===== src/verilog/smt_defs.vh =====
// constants for the signal measure timer core: register map, fields, codes
// assumes 32-bit ahb-lite data, one aligned word per register
//
// How it works
// RULE1: a 24-bit up-counter is the time base in every mode
// RULE2: clock source field picks system, system/4, internal or secondary clock
// RULE3: two-bit prescale divides the chosen clock; it clocks counter and synchronizers
// RULE4: counter equal to period register rolls over to zero, raising period match
// RULE5: software sets period above the longest expected signal or window
// RULE6: counter-clear bit in status register forces the counter to zero
// RULE7: software touches the counter only while run control is zero
// RULE8: 24-bit pulse-width latch captures the counter on the mode's trigger
// RULE9: width update bit copies the counter into the pulse-width latch
// RULE10: 24-bit period latch captures the counter on the mode's period trigger
// RULE11: period update bit copies the counter into the period latch
// RULE12: halt-on-match stops the counter at match instead of rolling over
// RULE13: while halting, match flag stays set until counter is cleared or rewritten
// RULE14: window, signal and clock inputs each have their own polarity bit
// RULE15: window level flag shows raw window level, lagging by synchronizers
// RULE16: signal level flag shows raw signal level, lagging by synchronizers
// RULE17: software may write period, pulse-width and period latch registers directly
// RULE18: counter advances on prescaled ticks only while running and mode allows
// RULE19: match flag stays set until software clears it
`ifndef SMT_DEFS_VH
`define SMT_DEFS_VH

// register byte offsets
`define SMT_OFF_COUNTER 8'h00
`define SMT_OFF_PERIOD 8'h04
`define SMT_OFF_WIDTH 8'h08
`define SMT_OFF_PLATCH 8'h0c
`define SMT_OFF_CTRL0 8'h10
`define SMT_OFF_CTRL1 8'h14
`define SMT_OFF_STATUS 8'h18
`define SMT_OFF_CLKSEL 8'h1c

// control register zero fields
`define SMT_C0_PS_LO 0
`define SMT_C0_HALT 2
`define SMT_C0_WPOL 3
`define SMT_C0_SPOL 4
`define SMT_C0_CPOL 5
// control register one fields
`define SMT_C1_RUN 0
`define SMT_C1_MODE_LO 1
// status register fields
`define SMT_ST_CLEAR 0
`define SMT_ST_WUP 1
`define SMT_ST_PUP 2
`define SMT_ST_WLEV 3
`define SMT_ST_SLEV 4
`define SMT_ST_ACT 5
`define SMT_ST_MATCH 6

// measurement modes
`define SMT_MODE_TIMER 2'h0
`define SMT_MODE_GATED 2'h1
`define SMT_MODE_PERDUTY 2'h2

// clock source codes
`define SMT_CS_SYS 3'h0
`define SMT_CS_SYS4 3'h1
`define SMT_CS_EXT 3'h7
// first of the five source tick codes, src_tick[0]
`define SMT_CS_SRC0 3'h2
// last phase of the free system/4 divider
`define SMT_SYS4_LAST 2'h3

// reset values
`define SMT_RST_COUNT 24'h00_0000
`define SMT_RST_PERIOD 24'hff_ffff
`define SMT_RST_CTRL 6'h00
`define SMT_RST_SEL 3'h0

`endif


===== src/verilog/smt_presc.v =====
// clock source selection and prescaler, producing a one-cycle count tick
// assumes source ticks are single-cycle pulses synchronous to clk
`timescale 1ns/1ps
`include "smt_defs.vh"

module smt_presc
(
   input wire clk,
   input wire reset_n,
   input wire [2:0] clock_source_field,
   input wire [1:0] ps,
   input wire [4:0] src_tick,
   input wire ext_tick,
   output wire tick
);

reg [1:0] div4_r;
reg [2:0] pcnt_r;
reg sel_tick;
wire [2:0] pmask;

// system clock divided by four, free running
always @(posedge clk or negedge reset_n)
begin
   if (!reset_n)
      div4_r <= 2'h0;
   else
      div4_r <= div4_r + 2'h1;
end

// source selector
always @*
begin
   if (clock_source_field == `SMT_CS_SYS)
      sel_tick = 1'b1;
   else if (clock_source_field == `SMT_CS_SYS4)
      sel_tick = (div4_r == `SMT_SYS4_LAST);
   else if (clock_source_field == `SMT_CS_EXT)
      sel_tick = ext_tick;
   else
      sel_tick = src_tick[clock_source_field - `SMT_CS_SRC0];
end

// 1:1, 1:2, 1:4, 1:8 divide of the selected tick
assign pmask = (3'h1 << ps) - 3'h1; // RULE3
assign tick = sel_tick && ((pcnt_r & pmask) == pmask); // RULE3

always @(posedge clk or negedge reset_n)
begin
   if (!reset_n)
      pcnt_r <= 3'h0;
   else if (sel_tick)
      pcnt_r <= pcnt_r + 3'h1;
end

endmodule // smt_presc


===== src/verilog/smt_core.v =====
// signal measure timer core with an ahb-lite register slave
// assumes one clock, all pins synchronous to clk, a single bus master
`timescale 1ns/1ps
`include "smt_defs.vh"

module smt_core
#(
   parameter CW = 24
)
(
   input wire clk,
   input wire reset_n,
   input wire hsel,
   input wire [31:0] haddr,
   input wire [1:0] htrans,
   input wire hwrite,
   input wire [2:0] hsize,
   input wire [31:0] hwdata,
   input wire hready,
   output wire [31:0] hrdata,
   output wire hreadyout,
   output wire hresp,
   input wire [4:0] src_tick,
   input wire window_in,
   input wire signal_in,
   input wire clock_in,
   output wire match_irq
);

// registers
reg [CW-1:0] measure_counter_r;
reg [CW-1:0] period_register_r;
reg [CW-1:0] pulse_width_latch_r;
reg [CW-1:0] period_latch_r;
reg [5:0] control_register_zero_r;
reg [2:0] control_register_one_r;
reg [2:0] clock_select_register_r;
reg match_r;

// bus state
reg wr_pend_r;
reg rd_wait_r;
reg [7:0] addr_r;
reg [31:0] hrdata_r;
reg [31:0] rd_nxt;

// input synchronizers on the prescaled tick; clock pin delay on clk
reg win_s1_r;
reg win_s2_r;
reg sig_s1_r;
reg sig_s2_r;
reg win_act_d_r;
reg sig_act_d_r;
reg clk_pin_d_r;

wire tick;
wire run_control;
wire halt_on_match;
wire [1:0] mode;
wire win_act;
wire sig_act;
wire clk_act;
wire ext_tick;
wire count_en;
wire at_match;
wire sig_rise;
wire sig_fall;
wire win_fall;
wire accept;
wire wr_counter;
wire wr_status;
wire sw_clear;
wire sw_wup;
wire sw_pup;
wire sw_match_clr;
wire measure_active_flag;

// address hit on a latched offset
function hit;
   input [7:0] a;
   input [7:0] off;
   begin
      hit = (a == off);
   end
endfunction

assign run_control = control_register_one_r[`SMT_C1_RUN];
assign mode = control_register_one_r[`SMT_C1_MODE_LO +: 2];
assign halt_on_match = control_register_zero_r[`SMT_C0_HALT];

// polarity: bit set means active low or falling edge
assign win_act = win_s2_r ^ control_register_zero_r[`SMT_C0_WPOL]; // RULE14
assign sig_act = sig_s2_r ^ control_register_zero_r[`SMT_C0_SPOL]; // RULE14
assign clk_act = clock_in ^ control_register_zero_r[`SMT_C0_CPOL]; // RULE14

// external clock pin edge, sampled on clk since it feeds the prescaler
assign ext_tick = clk_act && !clk_pin_d_r;

smt_presc u_presc
(
   .clk(clk),
   .reset_n(reset_n),
   .clock_source_field(clock_select_register_r), // RULE2
   .ps(control_register_zero_r[`SMT_C0_PS_LO +: 2]), // RULE3
   .src_tick(src_tick), // RULE2
   .ext_tick(ext_tick),
   .tick(tick)
);

always @(posedge clk or negedge reset_n)
begin
   if (!reset_n)
      clk_pin_d_r <= 1'b0;
   else
      clk_pin_d_r <= clk_act;
end

// synchronizers run on the prescaled tick, so a slow clock adds lag
always @(posedge clk or negedge reset_n)
begin
   if (!reset_n)
   begin
      win_s1_r <= 1'b0;
      win_s2_r <= 1'b0;
      sig_s1_r <= 1'b0;
      sig_s2_r <= 1'b0;
      win_act_d_r <= 1'b0;
      sig_act_d_r <= 1'b0;
   end
   else if (tick) // RULE3
   begin
      win_s1_r <= window_in;
      win_s2_r <= win_s1_r;
      sig_s1_r <= signal_in;
      sig_s2_r <= sig_s1_r;
      win_act_d_r <= win_act;
      sig_act_d_r <= sig_act;
   end
end

assign sig_rise = sig_act && !sig_act_d_r;
assign sig_fall = !sig_act && sig_act_d_r;
assign win_fall = !win_act && win_act_d_r;

// mode gate: timer and period-duty always count, gated counts in window
assign count_en = (mode == `SMT_MODE_TIMER) ||
                  (mode == `SMT_MODE_PERDUTY) ||
                  ((mode == `SMT_MODE_GATED) && win_act);
assign measure_active_flag = run_control && count_en;
assign at_match = (measure_counter_r == period_register_r); // RULE4

// bus: accept address phase, reads take one wait state
assign accept = hsel && htrans[1] && hready;
assign hreadyout = !rd_wait_r;
assign hresp = 1'b0;
assign hrdata = hrdata_r;

always @(posedge clk or negedge reset_n)
begin
   if (!reset_n)
   begin
      wr_pend_r <= 1'b0;
      rd_wait_r <= 1'b0;
      addr_r <= 8'h00;
   end
   else
   begin
      wr_pend_r <= accept && hwrite;
      rd_wait_r <= accept && !hwrite;
      if (accept)
         addr_r <= {haddr[7:2], 2'b00};
   end
end

// write strobes in the data phase
assign wr_counter = wr_pend_r && hit(addr_r, `SMT_OFF_COUNTER);
assign wr_status = wr_pend_r && hit(addr_r, `SMT_OFF_STATUS);
assign sw_clear = wr_status && hwdata[`SMT_ST_CLEAR];
assign sw_wup = wr_status && hwdata[`SMT_ST_WUP];
assign sw_pup = wr_status && hwdata[`SMT_ST_PUP];
assign sw_match_clr = wr_status && hwdata[`SMT_ST_MATCH];

// read mux, loaded in the wait cycle so a preceding write is visible
always @*
begin
   rd_nxt = 32'h0000_0000;
   if (hit(addr_r, `SMT_OFF_COUNTER))
      rd_nxt[CW-1:0] = measure_counter_r;
   else if (hit(addr_r, `SMT_OFF_PERIOD))
      rd_nxt[CW-1:0] = period_register_r;
   else if (hit(addr_r, `SMT_OFF_WIDTH))
      rd_nxt[CW-1:0] = pulse_width_latch_r;
   else if (hit(addr_r, `SMT_OFF_PLATCH))
      rd_nxt[CW-1:0] = period_latch_r;
   else if (hit(addr_r, `SMT_OFF_CTRL0))
      rd_nxt[5:0] = control_register_zero_r;
   else if (hit(addr_r, `SMT_OFF_CTRL1))
      rd_nxt[2:0] = control_register_one_r;
   else if (hit(addr_r, `SMT_OFF_STATUS))
   begin
      rd_nxt[`SMT_ST_WLEV] = win_s2_r; // RULE15
      rd_nxt[`SMT_ST_SLEV] = sig_s2_r; // RULE16
      rd_nxt[`SMT_ST_ACT] = measure_active_flag;
      rd_nxt[`SMT_ST_MATCH] = match_r;
   end
   else if (hit(addr_r, `SMT_OFF_CLKSEL))
      rd_nxt[2:0] = clock_select_register_r;
end

always @(posedge clk or negedge reset_n)
begin
   if (!reset_n)
      hrdata_r <= 32'h0000_0000;
   else if (rd_wait_r)
      hrdata_r <= rd_nxt;
end

// configuration registers
always @(posedge clk or negedge reset_n)
begin
   if (!reset_n)
   begin
      control_register_zero_r <= `SMT_RST_CTRL;
      control_register_one_r <= `SMT_RST_SEL;
      clock_select_register_r <= `SMT_RST_SEL;
      period_register_r <= `SMT_RST_PERIOD;
   end
   else if (wr_pend_r)
   begin
      if (hit(addr_r, `SMT_OFF_CTRL0))
         control_register_zero_r <= hwdata[5:0];
      else if (hit(addr_r, `SMT_OFF_CTRL1))
         control_register_one_r <= hwdata[2:0];
      else if (hit(addr_r, `SMT_OFF_CLKSEL))
         clock_select_register_r <= hwdata[2:0];
      else if (hit(addr_r, `SMT_OFF_PERIOD))
         period_register_r <= hwdata[CW-1:0]; // RULE17 RULE5
   end
end

// counter: clear, then software write, then counting
always @(posedge clk or negedge reset_n)
begin
   if (!reset_n)
      measure_counter_r <= `SMT_RST_COUNT;
   else if (sw_clear)
      measure_counter_r <= `SMT_RST_COUNT; // RULE6
   else if (wr_counter)
      measure_counter_r <= hwdata[CW-1:0]; // RULE7
   else if (tick && run_control) // RULE18
   begin
      if ((mode == `SMT_MODE_PERDUTY) && sig_rise)
         measure_counter_r <= `SMT_RST_COUNT; // RULE10
      else if (count_en)
      begin
         if (at_match && halt_on_match)
            measure_counter_r <= measure_counter_r; // RULE12
         else if (at_match)
            measure_counter_r <= `SMT_RST_COUNT; // RULE4
         else
            measure_counter_r <= measure_counter_r + 1'b1; // RULE1
      end
   end
end

// match flag: set wins over clear; a halted counter re-sets it every tick
always @(posedge clk or negedge reset_n)
begin
   if (!reset_n)
      match_r <= 1'b0;
   else if (tick && run_control && count_en && at_match)
      match_r <= 1'b1; // RULE4 RULE13
   else if (sw_match_clr)
      match_r <= 1'b0; // RULE19
end

assign match_irq = match_r; // RULE4

// pulse-width latch: software copy or write, then mode trigger
always @(posedge clk or negedge reset_n)
begin
   if (!reset_n)
      pulse_width_latch_r <= `SMT_RST_COUNT;
   else if (sw_wup)
      pulse_width_latch_r <= measure_counter_r; // RULE9
   else if (wr_pend_r && hit(addr_r, `SMT_OFF_WIDTH))
      pulse_width_latch_r <= hwdata[CW-1:0]; // RULE17
   else if (tick && run_control)
   begin
      if ((mode == `SMT_MODE_PERDUTY) && sig_fall)
         pulse_width_latch_r <= measure_counter_r; // RULE8
      else if ((mode == `SMT_MODE_GATED) && win_fall)
         pulse_width_latch_r <= measure_counter_r; // RULE8
   end
end

// period latch: software copy or write, then signal active edge
always @(posedge clk or negedge reset_n)
begin
   if (!reset_n)
      period_latch_r <= `SMT_RST_COUNT;
   else if (sw_pup)
      period_latch_r <= measure_counter_r; // RULE11
   else if (wr_pend_r && hit(addr_r, `SMT_OFF_PLATCH))
      period_latch_r <= hwdata[CW-1:0]; // RULE17
   else if (tick && run_control && (mode == `SMT_MODE_PERDUTY) && sig_rise)
      period_latch_r <= measure_counter_r; // RULE10
end

endmodule // smt_core


===== config.mk =====
export PLATFORM = sky130hd
export DESIGN_NAME = smt_core
export DESIGN_NICKNAME = d
export VERILOG_FILES = /design/src/verilog/smt_presc.v /design/src/verilog/smt_core.v
export VERILOG_INCLUDE_DIRS = /design/src /design/src/verilog
export SDC_FILE = /design/constraint.sdc
export NUM_CORES = 1
export LEC_CHECK = 0
export ABC_AREA = 1
export BUFFER_PORTS_ARGS = -buffer_cell sky130_fd_sc_hd__buf_2
export CORE_UTILIZATION = 37
export CTS_BUF_LIST = sky130_fd_sc_hd__clkbuf_8
export CTS_CLUSTER_DIAMETER = 40
export CTS_CLUSTER_SIZE = 40
export DETAILED_ROUTE_END_ITERATION = 7
export PLACE_DENSITY = 0.52
export REMOVE_ABC_BUFFERS = 1
export SYNTH_ARGS = -nofsm -noshare
export SYNTH_HDL_FRONTEND = slang
export SYNTH_SLANG_ARGS = --single-unit

===== constraint.sdc =====
create_clock -name clk -period 3.15 [get_ports clk]
set_input_delay 0.1575 -clock clk [delete_from_list [all_inputs] [get_ports clk]]
set_output_delay 0.1575 -clock clk [all_outputs]
set_load 0.005 [all_outputs]

==> impl_metrics.sql <==
INSERT INTO impl_metrics (metric_group, metric, value, unit) VALUES
('status', 'status', 'completed', ''),
('placement', 'portBuffers', '69', ''),
('die', 'die-area', '25640', 'sq um'),
('clocking', 'clkLatencyLatePin', '470', 'ps'),
('detailed_routing', 'drcViolationCount', '0', ''),
('detailed_routing', 'firstDrtPassIters', '5', ''),
('clocking', 'cts_tree', 'built', ''),
('logic_synthesis', 'netlist.top_cell.by_area', 'sky130_fd_sc_hd__dfrtp_1', ''),
('clocking', 'ctsLongestPathBuffers', '2', ''),
('flow_run', 'max_cap_violations', '0', ''),
('logic_synthesis', 'async_flop_share', '100.0', '%'),
('logic_synthesis', 'synth_seq_cells', '153', ''),
('detailed_routing', 'vias', '8246', ''),
('critical_path', 'worst_r2r_endpoint', 'period_latch_r[4]$_DFFE_PN0P_', ''),
('layout', 'num-nets-final', '1421', ''),
('grt', 'globalRouteTotalUtil', '20.95', '%'),
('detailed_routing', 'finalWirelength', '25560', 'um'),
('critical_path', 'worst-r2r-cell-count', '9', ''),
('detailed_routing', 'drt-vias-per-instance', '4.929', ''),
('detailed_routing', 'wl_per_cell', '15.27', 'um'),
('power_and_ir_drop', 'p_leak', '6.007', 'nW'),
('clocking', 'postCtsResizedCells', '0', ''),
('critical_path', 'critPathCapture', 'period_latch_r[4]$_DFFE_PN0P_', ''),
('logic_synthesis', 'ys_top_cells_by_count', 'sky130_fd_sc_hd__nand2_1, sky130_fd_sc_hd__inv_1, sky130_fd_sc_hd__dfrtp_1', ''),
('placement', 'weighted_congestion_reported_at_the_end_of_routability_driven_placement', '0.8989', ''),
('power_and_ir_drop', 'power.total', '5.556', 'mW'),
('logic_synthesis', 'synth_top_area_share', '34.89', '%'),
('die', 'core_region_area', '24390', 'sq um'),
('critical_path', 'critPathKind', 'reg -> reg', ''),
('sta', 'final-max-slew-violation-count', '0', ''),
('die', 'die_y', '160.1', 'um'),
('detailed_routing', 'antenna_violating_nets_left', '0', ''),
('die', 'ios', '117', ''),
('grt', 'maximum_number_of_pins_on_one_net_before_global_route_repair', '65', ''),
('logic_synthesis', 'synth.lib_cells_used.distinct', '40', ''),
('sta', 'rsz_0062_raised_after_global_routing', 'false', ''),
('grt', 'global_route.overflow_total', '0', ''),
('sta', 'finalSetupViolations', '0', ''),
('sta', 'timing.final.crit_share', '79.01', '%'),
('logic_synthesis', 'part_of_the_yosys_area_used_for_sequential_elements', '41.70', '%'),
('layout', 'n_antenna_cell', '0', ''),
('clocking', 'clk_pin_slew', '100', 'ps'),
('die', 'initial_utilization', '37.93', '%'),
('clocking', 'cts_sink_count', '153', ''),
('placement', 'detailedPlacementHpwl', '17470', 'um'),
('sta', 'period_minus_slack', '2489', 'ps'),
('logic_synthesis', 'most_used_standard_cell_by_instance_count_after_synthesis', 'sky130_fd_sc_hd__nand2_1', ''),
('placement', 'placed_cells', '1612', ''),
('sta', 'achievable-frequency', '0.4018', 'GHz'),
('critical_path', 'crit_path_start_kind', 'register', ''),
('clocking', 'numCtsBuffers', '17', ''),
('critical_path', 'timing.reg2reg.setup_slack', '660', 'ps'),
('clocking', 'clock_tree.root_cell', 'sky130_fd_sc_hd__clkbuf_8', ''),
('logic_synthesis', 'post_synthesis_instance_total', '1284', ''),
('layout', 'layout-drive-gt1-share', '14.46', '%'),
('logic_synthesis', 'synthFlopType', 'sky130_fd_sc_hd__dfrtp_1', ''),
('logic_synthesis', 'synth_warnings', '0', ''),
('logic_synthesis', 'synth_enable_flop_cells', '0', ''),
('detailed_routing', 'drt-initial-drc-count', '568', ''),
('critical_path', 'critical_path_required', '3490', 'ps'),
('clocking', 'total_number_of_h_tree_levels', '4', ''),
('critical_path', 'setup.worst_path.start', 'addr_r[6]$_DFFE_PN0P_', ''),
('sta', 'hold_viol', '0', ''),
('logic_synthesis', 'synth_top_cells_by_area', 'sky130_fd_sc_hd__dfrtp_1, sky130_fd_sc_hd__nand2_1, sky130_fd_sc_hd__dfstp_2, sky130_fd_sc_hd__o21ai_0, sky130_fd_sc_hd__inv_1', ''),
('sta', 'slew-limit-headroom', '38.56', '%'),
('die', 'die_x', '160.1', 'um'),
('logic_synthesis', 'syn_area', '9253', 'sq um'),
('clocking', 'post_cts_hold_buffer_count', '29', ''),
('critical_path', 'setup.worst_path.end_class', 'register', ''),
('power_and_ir_drop', 'vdd_drop_max', '0.2943', 'mV'),
('critical_path', 'critPathMaxFanout', '29', '');
==> worst min path at each step <==
stage                     startpoint                                to  slack, ps  cells after the start
after floorplan              reset_n             addr_r[2]$_DFFE_PN0P_       -140                      0
after detailed placement     reset_n            hrdata[11]$_DFFE_PN0P_        190                      1
final                      hwdata[4]  period_register_r[4]$_DFFE_PN1P_         40                      3
after global placement       reset_n            hrdata[11]$_DFFE_PN0P_        200                      1
after global routing       hwdata[4]  period_register_r[4]$_DFFE_PN1P_         20                      3
after CTS                  hwdata[4]  period_register_r[4]$_DFFE_PN1P_          4                      3
==> cell families (layout without fill, tap and decap cells) <==
family / after synthesis / count (layout) / synth area share, %
simple gates: 627 / 627 / 29.48
other cells: 1 / 9 / 0.04053
mux: 2 / 2 / 0.2434
flops: 153 / 153 / 41.70
xor+xnor: 15 / 15 / 1.420
fa+ha+maj: 3 / 3 / 0.4057
compound gates: 238 / 238 / 14.89
buf+inv: 245 / 302 / 11.82
==> area by class of cell <==
type                       count  area [sq um]
multi-input combinational    894          4347
fill                        2568         13940
tap                          324         405.4
sequential                   153          3859
timing repair buffer         111         752.0
inverter                     159         599.3
clock buffer                  18         247.7
clock inverter                14         241.5
==> worst max-delay path, stage by stage, from the launching register on <==
cell                       delay [ps]
sky130_fd_sc_hd__dfrtp_1          400
sky130_fd_sc_hd__inv_2             60
sky130_fd_sc_hd__nand2_1          100
sky130_fd_sc_hd__nor2_4           190
sky130_fd_sc_hd__nand2_2          120
sky130_fd_sc_hd__nor2_4           150
sky130_fd_sc_hd__inv_1            100
sky130_fd_sc_hd__o211ai_4         710
sky130_fd_sc_hd__buf_4            400
sky130_fd_sc_hd__o21ai_0          120
==> state kept, by name, summed over array words and instances, names as in the netlist, 2 cells and up <==
signal	flops
hrdata	24
measure_counter_r	24
period_latch_r	24
period_register_r	24
pulse_width_latch_r	24
addr_r	6
control_register_zero_r	6
clock_select_register_r	3
control_register_one_r	3
u_presc.pcnt_r	3
u_presc.div4_r	2
==> routing by layer <==
layer,routed length (um),vias up,track usage [%],share of wire (%)
li1,-,4183,-,-
met1,12060,3848,28.01,47
met2,12100,187,34.82,47
met3,975,28,3.351,3.8
met4,421,0,6.147,1.6
met5,0,-,0,0
==> power by group <==
group          total, mW  internal (mW)  switching, mW
Combinational       1.43          0.516          0.910
Sequential          2.28           2.14          0.145
Clock               1.85           1.05          0.799
==> cells in the final DEF (no fill, tap or decap), types with 4 or more instances in the layout <==
cell type | synthesis | final
sky130_fd_sc_hd__nand2_1 | 427 | 427
sky130_fd_sc_hd__inv_1 | 150 | 149
sky130_fd_sc_hd__dfrtp_1 | 129 | 129
sky130_fd_sc_hd__o21ai_0 | 113 | 113
sky130_fd_sc_hd__nor2_1 | 76 | 75
sky130_fd_sc_hd__buf_2 | 42 | 68
sky130_fd_sc_hd__nand3_1 | 64 | 64
sky130_fd_sc_hd__a21oi_1 | 29 | 29
sky130_fd_sc_hd__dlygate4sd3_1 | 0 | 29
sky130_fd_sc_hd__o21ai_1 | 27 | 27
sky130_fd_sc_hd__dfstp_2 | 24 | 24
sky130_fd_sc_hd__o211ai_1 | 23 | 23
sky130_fd_sc_hd__nand3_2 | 22 | 22
sky130_fd_sc_hd__clkbuf_8 | 0 | 18
sky130_fd_sc_hd__o22ai_1 | 17 | 17
sky130_fd_sc_hd__a221oi_1 | 17 | 17
sky130_fd_sc_hd__xor2_1 | 12 | 12
sky130_fd_sc_hd__buf_4 | 13 | 12
sky130_fd_sc_hd__inv_2 | 8 | 9
sky130_fd_sc_hd__nand3b_1 | 9 | 9
sky130_fd_sc_hd__conb_1 | 1 | 9
sky130_fd_sc_hd__nor2_2 | 8 | 8
sky130_fd_sc_hd__nand4_1 | 7 | 7
sky130_fd_sc_hd__o2111ai_1 | 6 | 6
sky130_fd_sc_hd__bufinv_16 | 0 | 6
sky130_fd_sc_hd__nand2_2 | 4 | 4
sky130_fd_sc_hd__nor2_4 | 3 | 4
==> through the flow <==
step	hold slack [ps]	worst slack, ps	setup TNS, ps	area [sq um]	util (%)
4_1_cts	4.361	669.3	0	10450	42.85
5_1_grt	24.22	401.3	0	10450	42.85
3_3_place_gp	201.3	744.5	0	9672	39.65
3_5_place_dp	191.3	651.0	0	9672	39.65
6_report	37.35	661.3	0	10450	42.85
2_1_floorplan	-138.1	-558.5	-13130	8788	-
(Power assumes the default switching activity.)
